==> src/sid_regs.svh <==
`ifndef SID_REGS_SVH
`define SID_REGS_SVH

// ==========================================================================
// Register offsets (byte addresses)
`define SID_OFF_CTRL      8'h00
`define SID_OFF_ASSIGN_LO 8'h04
`define SID_OFF_ASSIGN_HI 8'h08
`define SID_OFF_TRQ_BUF   8'h0C
`define SID_OFF_TRG_EDGE  8'h10
`define SID_OFF_SPD_LIM_A 8'h14
`define SID_OFF_SPD_LIM_B 8'h18
`define SID_OFF_STATUS    8'h1C

// ==========================================================================
// Field positions
`define SID_CTRL_MODE_MSB 1
`define SID_CTRL_MODE_LSB 0
`define SID_CTRL_FCL_BIT  2

// ==========================================================================
// Input function assignment codes
`define SID_FN_BASE     8'h12
`define SID_FN_TRQ_SEL0 3
`define SID_FN_IDX_SEL0 0
`define SID_FN_IDX_SEL1 1
`define SID_FN_IDX_TRG  2
`define SID_FN_IDX_SLMT 3
`define SID_FN_IDX_FBK  4
`define SID_FN_IDX_JOGF 5
`define SID_FN_IDX_JOGR 6
`define SID_FN_IDX_HALT 7

// ==========================================================================
// Reset values
`define SID_RST_CTRL      32'h0000_0000
`define SID_RST_ASSIGN_LO 32'h1514_1312
`define SID_RST_ASSIGN_HI 32'h1918_1716
`define SID_RST_TRQ_BUF   32'h0000_0000
`define SID_RST_TRG_EDGE  32'h0000_0001
`define SID_RST_SPD_LIM   32'h0000_0000

// ==========================================================================
// Bus responses
`define SID_RESP_OKAY   2'h0
`define SID_RESP_SLVERR 2'h2

`endif

==> src/sid_pkg.sv <==
package sid_pkg;

  typedef enum logic [1:0] {
    SID_MODE_POS  = 2'h0,
    SID_MODE_SPD  = 2'h1,
    SID_MODE_TRQ  = 2'h2,
    SID_MODE_NONE = 2'h3
  } sid_mode_t;

  typedef enum logic [1:0] {
    SID_EDGE_LEVEL = 2'h0,
    SID_EDGE_RISE  = 2'h1,
    SID_EDGE_FALL  = 2'h2,
    SID_EDGE_BOTH  = 2'h3
  } sid_edge_t;

  typedef enum logic {
    SID_W_IDLE = 1'b0,
    SID_W_RESP = 1'b1
  } sid_wr_t;

  typedef enum logic {
    SID_R_IDLE = 1'b0,
    SID_R_DATA = 1'b1
  } sid_rd_t;

endpackage

==> src/sid_input_decoder.sv <==
// The implementer's own choices: register access over AXI4-Lite and the register addresses.
`timescale 1ns/10ps
`include "sid_regs.svh"
module sid_input_decoder
  import sid_pkg::*;
(
  input  wire logic        core_clk,
  input  wire logic        rst,
  input  wire logic [7:0]  s_axi_awaddr,
  input  wire logic        s_axi_awvalid,
  output logic             s_axi_awready,
  input  wire logic [31:0] s_axi_wdata,
  input  wire logic [3:0]  s_axi_wstrb,
  input  wire logic        s_axi_wvalid,
  output logic             s_axi_wready,
  output logic [1:0]       s_axi_bresp,
  output logic             s_axi_bvalid,
  input  wire logic        s_axi_bready,
  input  wire logic [7:0]  s_axi_araddr,
  input  wire logic        s_axi_arvalid,
  output logic             s_axi_arready,
  output logic [31:0]      s_axi_rdata,
  output logic [1:0]       s_axi_rresp,
  output logic             s_axi_rvalid,
  input  wire logic        s_axi_rready,
  input  wire logic [7:0]  terminalIn,
  output logic [7:0]       torqueCmd,
  output logic [1:0]       torqueBufIdx,
  output logic [15:0]      speedLimit,
  output logic             fbOpticalScale,
  output logic             jogForward,
  output logic             jogReverse,
  output logic             haltActive
);

  // ========================================================================
  // Software registers and bus state
  logic [31:0] ctrl_reg,     ctrl_next;
  logic [31:0] assignLo_reg, assignLo_next;
  logic [31:0] assignHi_reg, assignHi_next;
  logic [31:0] trqBuf_reg,   trqBuf_next;
  logic [31:0] trgEdge_reg,  trgEdge_next;
  logic [31:0] spdLimA_reg,  spdLimA_next;
  logic [31:0] spdLimB_reg,  spdLimB_next;
  sid_wr_t     wState_reg,   wState_next;
  sid_rd_t     rState_reg,   rState_next;
  logic        awHave_reg,   awHave_next;
  logic [7:0]  awAddr_reg,   awAddr_next;
  logic        wHave_reg,    wHave_next;
  logic [31:0] wData_reg,    wData_next;
  logic [3:0]  wStrb_reg,    wStrb_next;
  logic        awReady_reg,  awReady_next;
  logic        wReady_reg,   wReady_next;
  logic        bValid_reg,   bValid_next;
  logic [1:0]  bResp_reg,    bResp_next;
  logic        arReady_reg,  arReady_next;
  logic        rValid_reg,   rValid_next;
  logic [31:0] rData_reg,    rData_next;
  logic [1:0]  rResp_reg,    rResp_next;

  // ========================================================================
  // Decoder state
  logic [7:0]  termSample_reg, termSample_next;
  logic        trgPrev_reg,    trgPrev_next;
  logic [1:0]  bufIdx_reg,     bufIdx_next;
  logic [7:0]  torque_reg,     torque_next;
  logic [15:0] spdLim_reg,     spdLim_next;
  logic        fbScale_reg,    fbScale_next;
  logic        jogF_reg,       jogF_next;
  logic        jogR_reg,       jogR_next;
  logic        halt_reg,       halt_next;

  logic [63:0] assignAll;
  logic [7:0]  termFunc [8];
  logic [7:0]  funcLvl;
  sid_mode_t   curMode;
  sid_edge_t   edgeSel;
  logic [31:0] rdMux;
  logic        rdErr;
  logic [7:0]  wrAddr;
  logic [7:0]  rdAddr;

  function automatic logic [31:0] mergeStrb(
    input logic [31:0] old,
    input logic [31:0] data,
    input logic [3:0]  strb
  );
    logic [31:0] res;
    res = old;
    for (int b = 0; b < 4; b++) begin
      if (strb[b]) begin
        res[8*b +: 8] = data[8*b +: 8];
      end
    end
    return res;
  endfunction

  // ========================================================================
  // Terminal routing
  assign assignAll = {assignHi_reg, assignLo_reg};
  assign curMode   = sid_mode_t'(ctrl_reg[`SID_CTRL_MODE_MSB:`SID_CTRL_MODE_LSB]);
  assign edgeSel   = sid_edge_t'(trgEdge_reg[1:0]);

  for (genvar t = 0; t < 8; t++) begin : g_term
    logic [7:0] code;
    assign code = assignAll[8*t +: 8];
    for (genvar f = 0; f < 8; f++) begin : g_fn
      assign termFunc[t][f] = termSample_reg[t] && (code == `SID_FN_BASE + 8'(f));
    end
  end

  // Several terminals on one function are ORed; unknown codes are ignored
  always_comb begin
    funcLvl = 8'h00;
    for (int t = 0; t < 8; t++) begin
      funcLvl = funcLvl | termFunc[t];
    end
  end

  // ========================================================================
  // Function decode
  always_comb begin
    logic trqMode;
    logic trgLvl;
    logic fire;
    trqMode = (curMode == SID_MODE_TRQ);
    trgLvl  = trqMode && funcLvl[`SID_FN_IDX_TRG];
    fire    = 1'b0;
    termSample_next = terminalIn;
    trgPrev_next    = trgLvl;
    bufIdx_next     = bufIdx_reg;
    torque_next     = torque_reg;
    if (trqMode) begin
      bufIdx_next = {funcLvl[`SID_FN_IDX_SEL1], funcLvl[`SID_FN_IDX_SEL0]};
    end
    case (edgeSel)
      SID_EDGE_LEVEL: fire = trgLvl;
      SID_EDGE_RISE:  fire = trgLvl && !trgPrev_reg;
      SID_EDGE_FALL:  fire = !trgLvl && trgPrev_reg && trqMode;
      SID_EDGE_BOTH:  fire = (trgLvl != trgPrev_reg) && trqMode;
      default:        fire = 1'b0;
    endcase
    if (fire) begin
      torque_next = trqBuf_reg[8*bufIdx_next +: 8];
    end
    // Outside torque mode the source input is ignored and limit A stands
    if (trqMode && funcLvl[`SID_FN_IDX_SLMT]) begin
      spdLim_next = spdLimB_reg[15:0];
    end else begin
      spdLim_next = spdLimA_reg[15:0];
    end
    fbScale_next = (curMode == SID_MODE_POS) && ctrl_reg[`SID_CTRL_FCL_BIT]
                   && funcLvl[`SID_FN_IDX_FBK];
    halt_next = funcLvl[`SID_FN_IDX_HALT];
    // Halt overrides jog, and opposing jog requests cancel to a stop
    jogF_next = (curMode != SID_MODE_NONE) && funcLvl[`SID_FN_IDX_JOGF]
                && !funcLvl[`SID_FN_IDX_JOGR] && !halt_next;
    jogR_next = (curMode != SID_MODE_NONE) && funcLvl[`SID_FN_IDX_JOGR]
                && !funcLvl[`SID_FN_IDX_JOGF] && !halt_next;
  end

  always_ff @(posedge core_clk) begin
    if (rst) begin
      termSample_reg <= 8'h00;
      trgPrev_reg    <= 1'b0;
      bufIdx_reg     <= 2'h0;
      torque_reg     <= 8'h00;
      spdLim_reg     <= 16'h0000;
      fbScale_reg    <= 1'b0;
      jogF_reg       <= 1'b0;
      jogR_reg       <= 1'b0;
      halt_reg       <= 1'b0;
    end else begin
      termSample_reg <= termSample_next;
      trgPrev_reg    <= trgPrev_next;
      bufIdx_reg     <= bufIdx_next;
      torque_reg     <= torque_next;
      spdLim_reg     <= spdLim_next;
      fbScale_reg    <= fbScale_next;
      jogF_reg       <= jogF_next;
      jogR_reg       <= jogR_next;
      halt_reg       <= halt_next;
    end
  end

  // ========================================================================
  // Read decode
  assign rdAddr = {s_axi_araddr[7:2], 2'b00};
  assign wrAddr = {awAddr_reg[7:2], 2'b00};

  always_comb begin
    rdErr = 1'b0;
    case (rdAddr)
      `SID_OFF_CTRL:      rdMux = {29'h0, ctrl_reg[2:0]};
      `SID_OFF_ASSIGN_LO: rdMux = assignLo_reg;
      `SID_OFF_ASSIGN_HI: rdMux = assignHi_reg;
      `SID_OFF_TRQ_BUF:   rdMux = trqBuf_reg;
      `SID_OFF_TRG_EDGE:  rdMux = {30'h0, trgEdge_reg[1:0]};
      `SID_OFF_SPD_LIM_A: rdMux = {16'h0, spdLimA_reg[15:0]};
      `SID_OFF_SPD_LIM_B: rdMux = {16'h0, spdLimB_reg[15:0]};
      `SID_OFF_STATUS:    rdMux = {10'h0, halt_reg, jogR_reg, jogF_reg, fbScale_reg,
                                   bufIdx_reg, torque_reg, funcLvl};
      default: begin
        rdMux = 32'h0000_0000;
        rdErr = 1'b1;
      end
    endcase
  end

  // ========================================================================
  // AXI4-Lite slave
  always_comb begin
    ctrl_next     = ctrl_reg;
    assignLo_next = assignLo_reg;
    assignHi_next = assignHi_reg;
    trqBuf_next   = trqBuf_reg;
    trgEdge_next  = trgEdge_reg;
    spdLimA_next  = spdLimA_reg;
    spdLimB_next  = spdLimB_reg;
    wState_next   = wState_reg;
    rState_next   = rState_reg;
    awHave_next   = awHave_reg;
    awAddr_next   = awAddr_reg;
    wHave_next    = wHave_reg;
    wData_next    = wData_reg;
    wStrb_next    = wStrb_reg;
    bValid_next   = bValid_reg;
    bResp_next    = bResp_reg;
    arReady_next  = arReady_reg;
    rValid_next   = rValid_reg;
    rData_next    = rData_reg;
    rResp_next    = rResp_reg;
    case (wState_reg)
      SID_W_IDLE: begin
        if (s_axi_awvalid && awReady_reg) begin
          awHave_next = 1'b1;
          awAddr_next = s_axi_awaddr;
        end
        if (s_axi_wvalid && wReady_reg) begin
          wHave_next = 1'b1;
          wData_next = s_axi_wdata;
          wStrb_next = s_axi_wstrb;
        end
        if (awHave_reg && wHave_reg) begin
          awHave_next = 1'b0;
          wHave_next  = 1'b0;
          bValid_next = 1'b1;
          bResp_next  = `SID_RESP_OKAY;
          wState_next = SID_W_RESP;
          case (wrAddr)
            `SID_OFF_CTRL:      ctrl_next     = mergeStrb(ctrl_reg, wData_reg, wStrb_reg);
            `SID_OFF_ASSIGN_LO: assignLo_next = mergeStrb(assignLo_reg, wData_reg, wStrb_reg);
            `SID_OFF_ASSIGN_HI: assignHi_next = mergeStrb(assignHi_reg, wData_reg, wStrb_reg);
            `SID_OFF_TRQ_BUF:   trqBuf_next   = mergeStrb(trqBuf_reg, wData_reg, wStrb_reg);
            `SID_OFF_TRG_EDGE:  trgEdge_next  = mergeStrb(trgEdge_reg, wData_reg, wStrb_reg);
            `SID_OFF_SPD_LIM_A: spdLimA_next  = mergeStrb(spdLimA_reg, wData_reg, wStrb_reg);
            `SID_OFF_SPD_LIM_B: spdLimB_next  = mergeStrb(spdLimB_reg, wData_reg, wStrb_reg);
            `SID_OFF_STATUS:    bResp_next    = `SID_RESP_OKAY;
            default:            bResp_next    = `SID_RESP_SLVERR;
          endcase
        end
      end
      SID_W_RESP: begin
        if (s_axi_bready) begin
          bValid_next = 1'b0;
          wState_next = SID_W_IDLE;
        end
      end
      default: wState_next = SID_W_IDLE;
    endcase
    // Readies are registered, so each half is taken at most once per write
    awReady_next = (wState_next == SID_W_IDLE) && !awHave_next;
    wReady_next  = (wState_next == SID_W_IDLE) && !wHave_next;
    case (rState_reg)
      SID_R_IDLE: begin
        if (s_axi_arvalid && arReady_reg) begin
          rData_next   = rdMux;
          rResp_next   = rdErr ? `SID_RESP_SLVERR : `SID_RESP_OKAY;
          rValid_next  = 1'b1;
          arReady_next = 1'b0;
          rState_next  = SID_R_DATA;
        end else if (!arReady_reg) begin
          arReady_next = 1'b1;
        end
      end
      SID_R_DATA: begin
        if (s_axi_rready) begin
          rValid_next  = 1'b0;
          arReady_next = 1'b1;
          rState_next  = SID_R_IDLE;
        end
      end
      default: rState_next = SID_R_IDLE;
    endcase
  end

  always_ff @(posedge core_clk) begin
    if (rst) begin
      ctrl_reg     <= `SID_RST_CTRL;
      assignLo_reg <= `SID_RST_ASSIGN_LO;
      assignHi_reg <= `SID_RST_ASSIGN_HI;
      trqBuf_reg   <= `SID_RST_TRQ_BUF;
      trgEdge_reg  <= `SID_RST_TRG_EDGE;
      spdLimA_reg  <= `SID_RST_SPD_LIM;
      spdLimB_reg  <= `SID_RST_SPD_LIM;
      wState_reg   <= SID_W_IDLE;
      rState_reg   <= SID_R_IDLE;
      awHave_reg   <= 1'b0;
      awAddr_reg   <= 8'h00;
      wHave_reg    <= 1'b0;
      wData_reg    <= 32'h0000_0000;
      wStrb_reg    <= 4'h0;
      awReady_reg  <= 1'b0;
      wReady_reg   <= 1'b0;
      bValid_reg   <= 1'b0;
      bResp_reg    <= `SID_RESP_OKAY;
      arReady_reg  <= 1'b0;
      rValid_reg   <= 1'b0;
      rData_reg    <= 32'h0000_0000;
      rResp_reg    <= `SID_RESP_OKAY;
    end else begin
      ctrl_reg     <= ctrl_next;
      assignLo_reg <= assignLo_next;
      assignHi_reg <= assignHi_next;
      trqBuf_reg   <= trqBuf_next;
      trgEdge_reg  <= trgEdge_next;
      spdLimA_reg  <= spdLimA_next;
      spdLimB_reg  <= spdLimB_next;
      wState_reg   <= wState_next;
      rState_reg   <= rState_next;
      awHave_reg   <= awHave_next;
      awAddr_reg   <= awAddr_next;
      wHave_reg    <= wHave_next;
      wData_reg    <= wData_next;
      wStrb_reg    <= wStrb_next;
      awReady_reg  <= awReady_next;
      wReady_reg   <= wReady_next;
      bValid_reg   <= bValid_next;
      bResp_reg    <= bResp_next;
      arReady_reg  <= arReady_next;
      rValid_reg   <= rValid_next;
      rData_reg    <= rData_next;
      rResp_reg    <= rResp_next;
    end
  end

  assign s_axi_awready  = awReady_reg;
  assign s_axi_wready   = wReady_reg;
  assign s_axi_bvalid   = bValid_reg;
  assign s_axi_bresp    = bResp_reg;
  assign s_axi_arready  = arReady_reg;
  assign s_axi_rvalid   = rValid_reg;
  assign s_axi_rdata    = rData_reg;
  assign s_axi_rresp    = rResp_reg;
  assign torqueCmd      = torque_reg;
  assign torqueBufIdx   = bufIdx_reg;
  assign speedLimit     = spdLim_reg;
  assign fbOpticalScale = fbScale_reg;
  assign jogForward     = jogF_reg;
  assign jogReverse     = jogR_reg;
  assign haltActive     = halt_reg;

endmodule

==> config.mk <==
export PLATFORM = sky130hd
export DESIGN_NAME = sid_input_decoder
export DESIGN_NICKNAME = d
export VERILOG_FILES = /design/src/sid_pkg.sv /design/src/sid_input_decoder.sv
export VERILOG_INCLUDE_DIRS = /design/src /design/src/src
export SDC_FILE = /design/constraint.sdc
export NUM_CORES = 1
export LEC_CHECK = 0
export ABC_CLOCK_PERIOD_IN_PS = 2650
export BUFFER_PORTS_ARGS = -buffer_cell sky130_fd_sc_hd__buf_2
export CAP_MARGIN = 20
export CORE_MARGIN = 5
export CORE_UTILIZATION = 53
export CTS_CLUSTER_DIAMETER = 120
export CTS_CLUSTER_SIZE = 16
export DETAILED_ROUTE_END_ITERATION = 10
export PLACE_DENSITY = 0.82
export SYNTH_ARGS = -nofsm -noshare
export SYNTH_HDL_FRONTEND = slang
export SYNTH_SLANG_ARGS = --single-unit
export TNS_END_PERCENT = 10
==> constraint.sdc <==
create_clock -name core_clk -period 2.65 [get_ports core_clk]
set_input_delay 0.3975 -clock core_clk [delete_from_list [all_inputs] [get_ports core_clk]]
set_output_delay 0.3975 -clock core_clk [all_outputs]
set_load 0.05 [all_outputs]
==> out/metrics.yaml, run 1 <==
final_nets: 1541
clock_tree_from_tritoncts: "yes"
clock-root-buffer: "sky130_fd_sc_hd__clkbuf_16"
total_power_mw: 7.34
final_util_pct: 63.1
cts_max_path_buffers: 3
layoutNonFillerInstCount: 1753
clock_sink_count: 257
chipHeight_um: 158
die_x_um: 158
place_hpwl_mm: 26.3
flops_latches_synth: 257
cp_cell_sequence: "nor4b_4, nor2b_4, a22oi_1, nand4_2, nand2_2, ha_1, mux2i_2, o21ai_2, a21o_4, nor2b_4, buf_4, a2111oi_4"
cts_buffer_count: 20
internal_portion_of_total_power_mw: 5.49
detailedRoute.firstPassIterationCount: 8
cap_violations: 0
syn_avg_cell_area_um2: 8.82
timing_worst_slew_pin_value_ps: 757
synth_warnings: 0
synthesis.instances: 1317
first_global_vias: 10000
cpPeakStageDelay_ps: 400
synth.yosys.seq_area_share_pct: 44.3
ys_types: 78
syn2layout_area_growth_pct: 17.8
drt_drc_violations_left: 0
timing.final.setup_violations: 7
cp_common_cell: "sky130_fd_sc_hd__nor2b_4"
n_fill_cell: 1829
timing.final.max_slew_violations: 0
run_status: "finished with violations"
critical_path.startpoint_type: "flip-flop"
vdd_ir_drop_max_v: 0.000393
synth_flop_cell: "sky130_fd_sc_hd__dfxtp_1"
drt_wl_total_mm: 35.9
crit_type: "reg -> reg"
antenna_violating_nets_post_route: 0
place.detailed.instances: 1720
num_antenna_cells: 0
layout.cells.most_common: "sky130_fd_sc_hd__dfxtp_1"
violations: "negative setup slack"
sequentialPowerShare_pct: 54.6
mostFrequentLayoutCells: "253 x sky130_fd_sc_hd__dfxtp_1, 219 x sky130_fd_sc_hd__nand2_1, 148 x sky130_fd_sc_hd__nor2_1"
top_fanout_value_on_the_critical_path: 7
grt_overflow_total: 0
effective_utilization_at_floorplan_pct: 53.5
grt_util_all_layers_pct: 27.8
placement.cell_area_mm2: 0.0129
drive_above_1_share_pct: 21.7
cp.arrival_ps: 3160
clk_pin_slew_worst_paths_ps: 80
endpoint_class_of_the_critical_path: "flip-flop"
gpl.final_weighted_congestion: 1.03
worstPathRequired_ps: 3080
htreeDepth: 1
avgViaCountPerCell: 6.07
worstSkewPairLatency_ps: 530
synth-edff-count: 0
netlist_area_mm2: 0.0116
p_comb_share_pct: 7.9
critical_path_buf_inv_count: 1
detail_route.iter0.violations: 1287
clock_group_share_of_total_power_pct: 37.5
port_buffers: 131
grt_max_degree: 71
postSynth.asyncResetShare_pct: 0
worst_max_slew_margin_expressed_relative_to_the_limit_pct: 49.5
cpLargestDelayFamily: "simple AND/OR/NAND/NOR gates"
number_of_antenna_violations_at_the_first_check_in_global_routing: 0
finalInstanceArea_mm2: 0.0137
cp_slowest_cell: "sky130_fd_sc_hd__nor4b_4"
p_sw_mw: 1.85
period_share_pct: 103
final_period_minus_worst_setup_slack_ps: 2740
fin_worst_skew_ps: 31.4
routed_via_count: 10600
fmax_mhz: 366
timing.final.hold_violations: 0
sw_frac_of_total_pct: 25.2
fp.coreArea_mm2: 0.0217
unrepaired_setup_endpoints_after_global_routing: "true"
detail_route.wl_per_cell_um: 20.5
cts_hold_buf: 0
power.leakage_nw: 5.80
power_density_mw_per_mm2: 537
boundaryPins: 138
grt_first_pass_wirelength_mm: 55.1
die_area_mm2: 0.0250
postLayoutSetupSlackWorst_ps: -85.4
floorplan.rows: 54
hold_path_class: "in -> reg"
[cells by family (layout without fill, tap and decap cells)]
logic type	Yosys count	count (layout)	share of synthesized area, %
buffers and inverters	105	259	4.05
other	1	2	0.0323
adders and majority gates	2	2	0.216
AOI/OAI and AO/OA	218	219	13.4
muxes	112	112	10.6
and+or+nand+nor	622	622	27.4
DFF	257	257	44.3
[area by class of cell]
| class | instances | area [µm²] | share of cell area (%) |
|---|---|---|---|
| clock buffer | 21 | 504 | 3.69 |
| sequential | 257 | 5150 | 37.7 |
| timing repair buffer | 220 | 1430 | 10.4 |
| tap | 280 | 350 | 2.56 |
| multi-input combinational | 957 | 6150 | 45.0 |
| clock inverter | 2 | 32.5 | 0.238 |
| inverter | 16 | 60.1 | 0.439 |
[cell usage after synthesis (all sizes together) (4+ instances only)]
master | count | area share [%]
nand3b | 27 | 1.7
nor4b | 11 | 1.6
a211oi | 13 | 0.84
nand3 | 97 | 4.2
a222oi | 12 | 1.0
dfxtp | 257 | 44
a221o | 4 | 0.34
nor3 | 23 | 1.1
nand2b | 6 | 0.32
a311oi | 8 | 0.60
a31oi | 4 | 0.22
nor2b | 26 | 1.6
a22oi | 24 | 1.6
mux2i | 97 | 8.4
o2111a | 9 | 0.87
and4b | 6 | 0.52
nand4 | 18 | 1.2
mux4 | 8 | 1.6
a21oi | 100 | 4.3
nor3b | 4 | 0.39
inv | 16 | 0.52
nor2 | 150 | 4.9
mux2 | 7 | 0.71
nand2 | 221 | 7.2
a2111oi | 10 | 1.3
and3b | 4 | 0.31
o21ai | 12 | 0.52
buf | 22 | 1.3
clkbuf | 67 | 2.3
nor4bb | 10 | 1.2
[stage by stage]
step | setup TNS (ps) | setup slack, ps | hold WS [ps]
6_report | -395 | -85.4 | 83.7
5_1_grt | -1230 | -198 | 83.0
4_1_cts | 0 | 3.25 | 70.0
3_5_place_dp | -633 | -90.7 | 446
3_3_place_gp | -550 | -70.9 | 440
2_1_floorplan | 0 | 130 | 426
[timing repair]
action / 4_1_cts / 5_1_grt
resized for setup: 2 / 23
setup buffers: 5 / 4
gates cloned: 1 / 0
endpoints found under the setup margin: 8 / 8
pin swaps: 1 / 8
[power by group through the flow]
stage	Sequential, mW	Clock (mW)	Combinational (mW)
final	4.01	2.75	0.577
after global routing	4.02	2.94	0.622
after CTS	4.01	2.79	0.571
after detailed placement	4.10	0	0.570
after global placement	4.10	0	0.562
after floorplan	4.17	0	0.292
[routing by layer]
metal | track usage, % | wire [µm] | vias to the layer above
li1 | - | - | 4994
met1 | 38.0 | 14400 | 4973
met2 | 43.9 | 16000 | 559
met3 | 4.54 | 3760 | 117
met4 | 11.6 | 1780 | 0
met5 | 0 | 0 | -
[worst paths after layout]
kind                    start            to  slack, ps  cells after the start
min              s_axi_rready  s_axi_rvalid         80                      2
max reg2reg  assignHi_reg[14]  torqueCmd[2]        -90                     12
max          assignHi_reg[14]  torqueCmd[2]        -90                     12
min reg2reg         wHave_reg  s_axi_wready        450                      1
No activity file was read; power rests on OpenSTA's default activity.
==> run 2, diff against run 1 <==
--- a/config.mk
+++ b/config.mk
@@ -14,6 +14,7 @@
 export CTS_CLUSTER_DIAMETER = 120
 export CTS_CLUSTER_SIZE = 16
 export DETAILED_ROUTE_END_ITERATION = 10
+export MAX_ROUTING_LAYER = met4
 export PLACE_DENSITY = 0.82
 export SYNTH_ARGS = -nofsm -noshare
 export SYNTH_HDL_FRONTEND = slang
==> out/metrics.yaml, run 2 (synthesis gave the netlist of run 1 again) <==
clk_pin_slew_worst_paths_ps: 80  # about the same
cpLargestDelayFamily: "compound AO/OA/AOI/OAI gates"
syn2layout_area_growth_pct: 17.6
port_buffers: 131  # unchanged
timing.final.setup_violations: 0  # -7
finalInstanceArea_mm2: 0.0137  # -0.17%
run_status: "completed"
total_power_mw: 7.33  # -0.11%
top_fanout_value_on_the_critical_path: 6  # -1
place_hpwl_mm: 26.4  # +0.67%
cap_violations: 0  # unchanged
cts_buffer_count: 20  # unchanged
placement.cell_area_mm2: 0.0129  # about the same
avgViaCountPerCell: 6.02  # -0.90%
timing.critical_path.from: "assignLo_reg[21]"
n_fill_cell: 1828  # -0.055%
gpl.final_weighted_congestion: 1.03  # -0.14%
die_area_mm2: 0.0250  # unchanged
cp.arrival_ps: 3010  # -150 ps
cp_cell_sequence: "nor4b_4, nand4b_1, o2111a_2, nand4_4, nand2_2, ha_1, mux2i_1, o21ai_1, a21o_4, nor2b_4, buf_4, a2111oi_4"
worst_hold_startpoint: "s_axi_rready"
first_global_vias: 9821  # -1.9%
routed_via_count: 10600  # -0.85%
mostFrequentLayoutCells: "254 x sky130_fd_sc_hd__dfxtp_1, 219 x sky130_fd_sc_hd__nand2_1, 147 x sky130_fd_sc_hd__nor2_1"
cts_hold_buf: 0  # unchanged
worstSkewPairLatency_ps: 520  # about the same
final_period_minus_worst_setup_slack_ps: 2590  # -146 ps
detailedRoute.firstPassIterationCount: 8  # unchanged
layoutNonFillerInstCount: 1754  # +0.057%
postLayoutSetupSlackWorst_ps: 60.8  # +146 ps
fmax_mhz: 386  # +5.6%
vdd_ir_drop_max_v: 0.000452  # +15%
effective_utilization_at_floorplan_pct: 53.5  # unchanged
grt_max_degree: 69  # -2.8%
number_of_antenna_violations_at_the_first_check_in_global_routing: 0  # unchanged
power_density_mw_per_mm2: 537  # about the same
worst_r2r_startpoint: "assignLo_reg[21]"
timing.final.max_slew_violations: 0  # unchanged
clock_tree_from_tritoncts: "yes"
grt_overflow_total: 0  # unchanged
detail_route.wl_per_cell_um: 20.4  # -0.24%
critical_path_buf_inv_count: 1  # unchanged
critical_path.startpoint_type: "flip-flop"
place.detailed.instances: 1723  # +0.17%
htreeDepth: 1  # unchanged
worstPathRequired_ps: 3070  # about the same
power.leakage_nw: 5.79  # -0.14%
cts_max_path_buffers: 3  # unchanged
crit_type: "reg -> reg"
cpPeakStageDelay_ps: 330  # -70 ps
worst_max_slew_margin_expressed_relative_to_the_limit_pct: 51.8  # +2.3 points
final_nets: 1542  # +0.065%
clock-root-buffer: "sky130_fd_sc_hd__clkbuf_16"
detailedPlace.worstSlack_ps: -143  # -52.0 ps
drt_wl_total_mm: 35.8  # -0.18%
hold_path_class: "in -> reg"
floorplan.rows: 54  # unchanged
boundaryPins: 138  # unchanged
timing.final.hold_violations: 0  # unchanged
drt_drc_violations_left: 0  # unchanged
period_share_pct: 97.7  # -5.5 points
layout.cells.most_common: "sky130_fd_sc_hd__dfxtp_1"
drive_above_1_share_pct: 21.4  # -0.29 points
fin_worst_skew_ps: 21.7  # -9.70 ps
cp_slowest_cell: "sky130_fd_sc_hd__dfxtp_2"
unrepaired_setup_endpoints_after_global_routing: "true"
chipHeight_um: 158  # unchanged
detail_route.iter0.violations: 1267  # -1.6%
timing_worst_slew_pin_value_ps: 723  # -34.2 ps
clock_sink_count: 257  # unchanged
num_antenna_cells: 0  # unchanged
fp.coreArea_mm2: 0.0217  # unchanged
grt_util_all_layers_pct: 28.5  # +0.73 points
antenna_violating_nets_post_route: 0  # unchanged
die_x_um: 158  # unchanged
grt_first_pass_wirelength_mm: 54.7  # -0.70%
endpoint_class_of_the_critical_path: "flip-flop"
[run 2: worst paths after layout]
check                 endpoint  slack, ps  cells past startpoint
setup / recovery  torqueCmd[1]         60                     12
setup reg to reg  torqueCmd[1]         60                     12
hold / removal    s_axi_rvalid         90                      2
hold reg to reg   wStrb_reg[0]        450                      2
[run 2: power by group]
group / total, mW / switching [mW] / internal [mW]
clock network: 2.75 / 1.38 / 1.37
logic: 0.573 / 0.386 / 0.187
registers: 4.01 / 0.0794 / 3.93
total: 7.33 / 1.85 / 5.49
[run 2: repair_timing]
action                     CTS  global route
setup buffers                6             1
setup endpoints to repair    8             8
resized for setup            3            18
pin swaps                    3            13
[run 2: per-layer routing]
layer,routed length (µm),track usage (%),vias to the layer above,share of wire (%)
met5,0,-,-,0
met1,14700,38.8,4894,41
met2,15900,43.2,566,44
li1,-,-,4987,-
met4,1790,12.0,0,5.0
met3,3480,3.61,106,9.7
[run 2: worst reg2reg max path: cells and delay by family (launching register included)]
kind,cells,cell delay [ps]
fa+ha+maj,1,190
buf+inv,1,160
simple gates,5,780
mux,1,120
flops,1,330
compound gates,4,920
[run 2: area by class of cell]
class	instances	area (µm²)	area share [%]
multi-input cells	956	6120	44.8
inverters	16	60.1	0.440
well taps	280	350	2.57
clock buffers	21	504	3.69
repair buffers	222	1440	10.5
clock inverters	2	32.5	0.238
flip-flops and latches	257	5150	37.7
[run 2: through the flow]
| step | hold WS [ps] | setup TNS [ps] | utilization [%] |
|---|---|---|---|
| floorplan | 426 | 0 | - |
| global placement | 438 | -673 | 59.6 |
| detailed placement | 445 | -1040 | 59.6 |
| CTS | 70.7 | 0 | 62.3 |
| global route | 87.4 | -165 | 63.0 |
| finish | 85.2 | 0 | 63.0 |
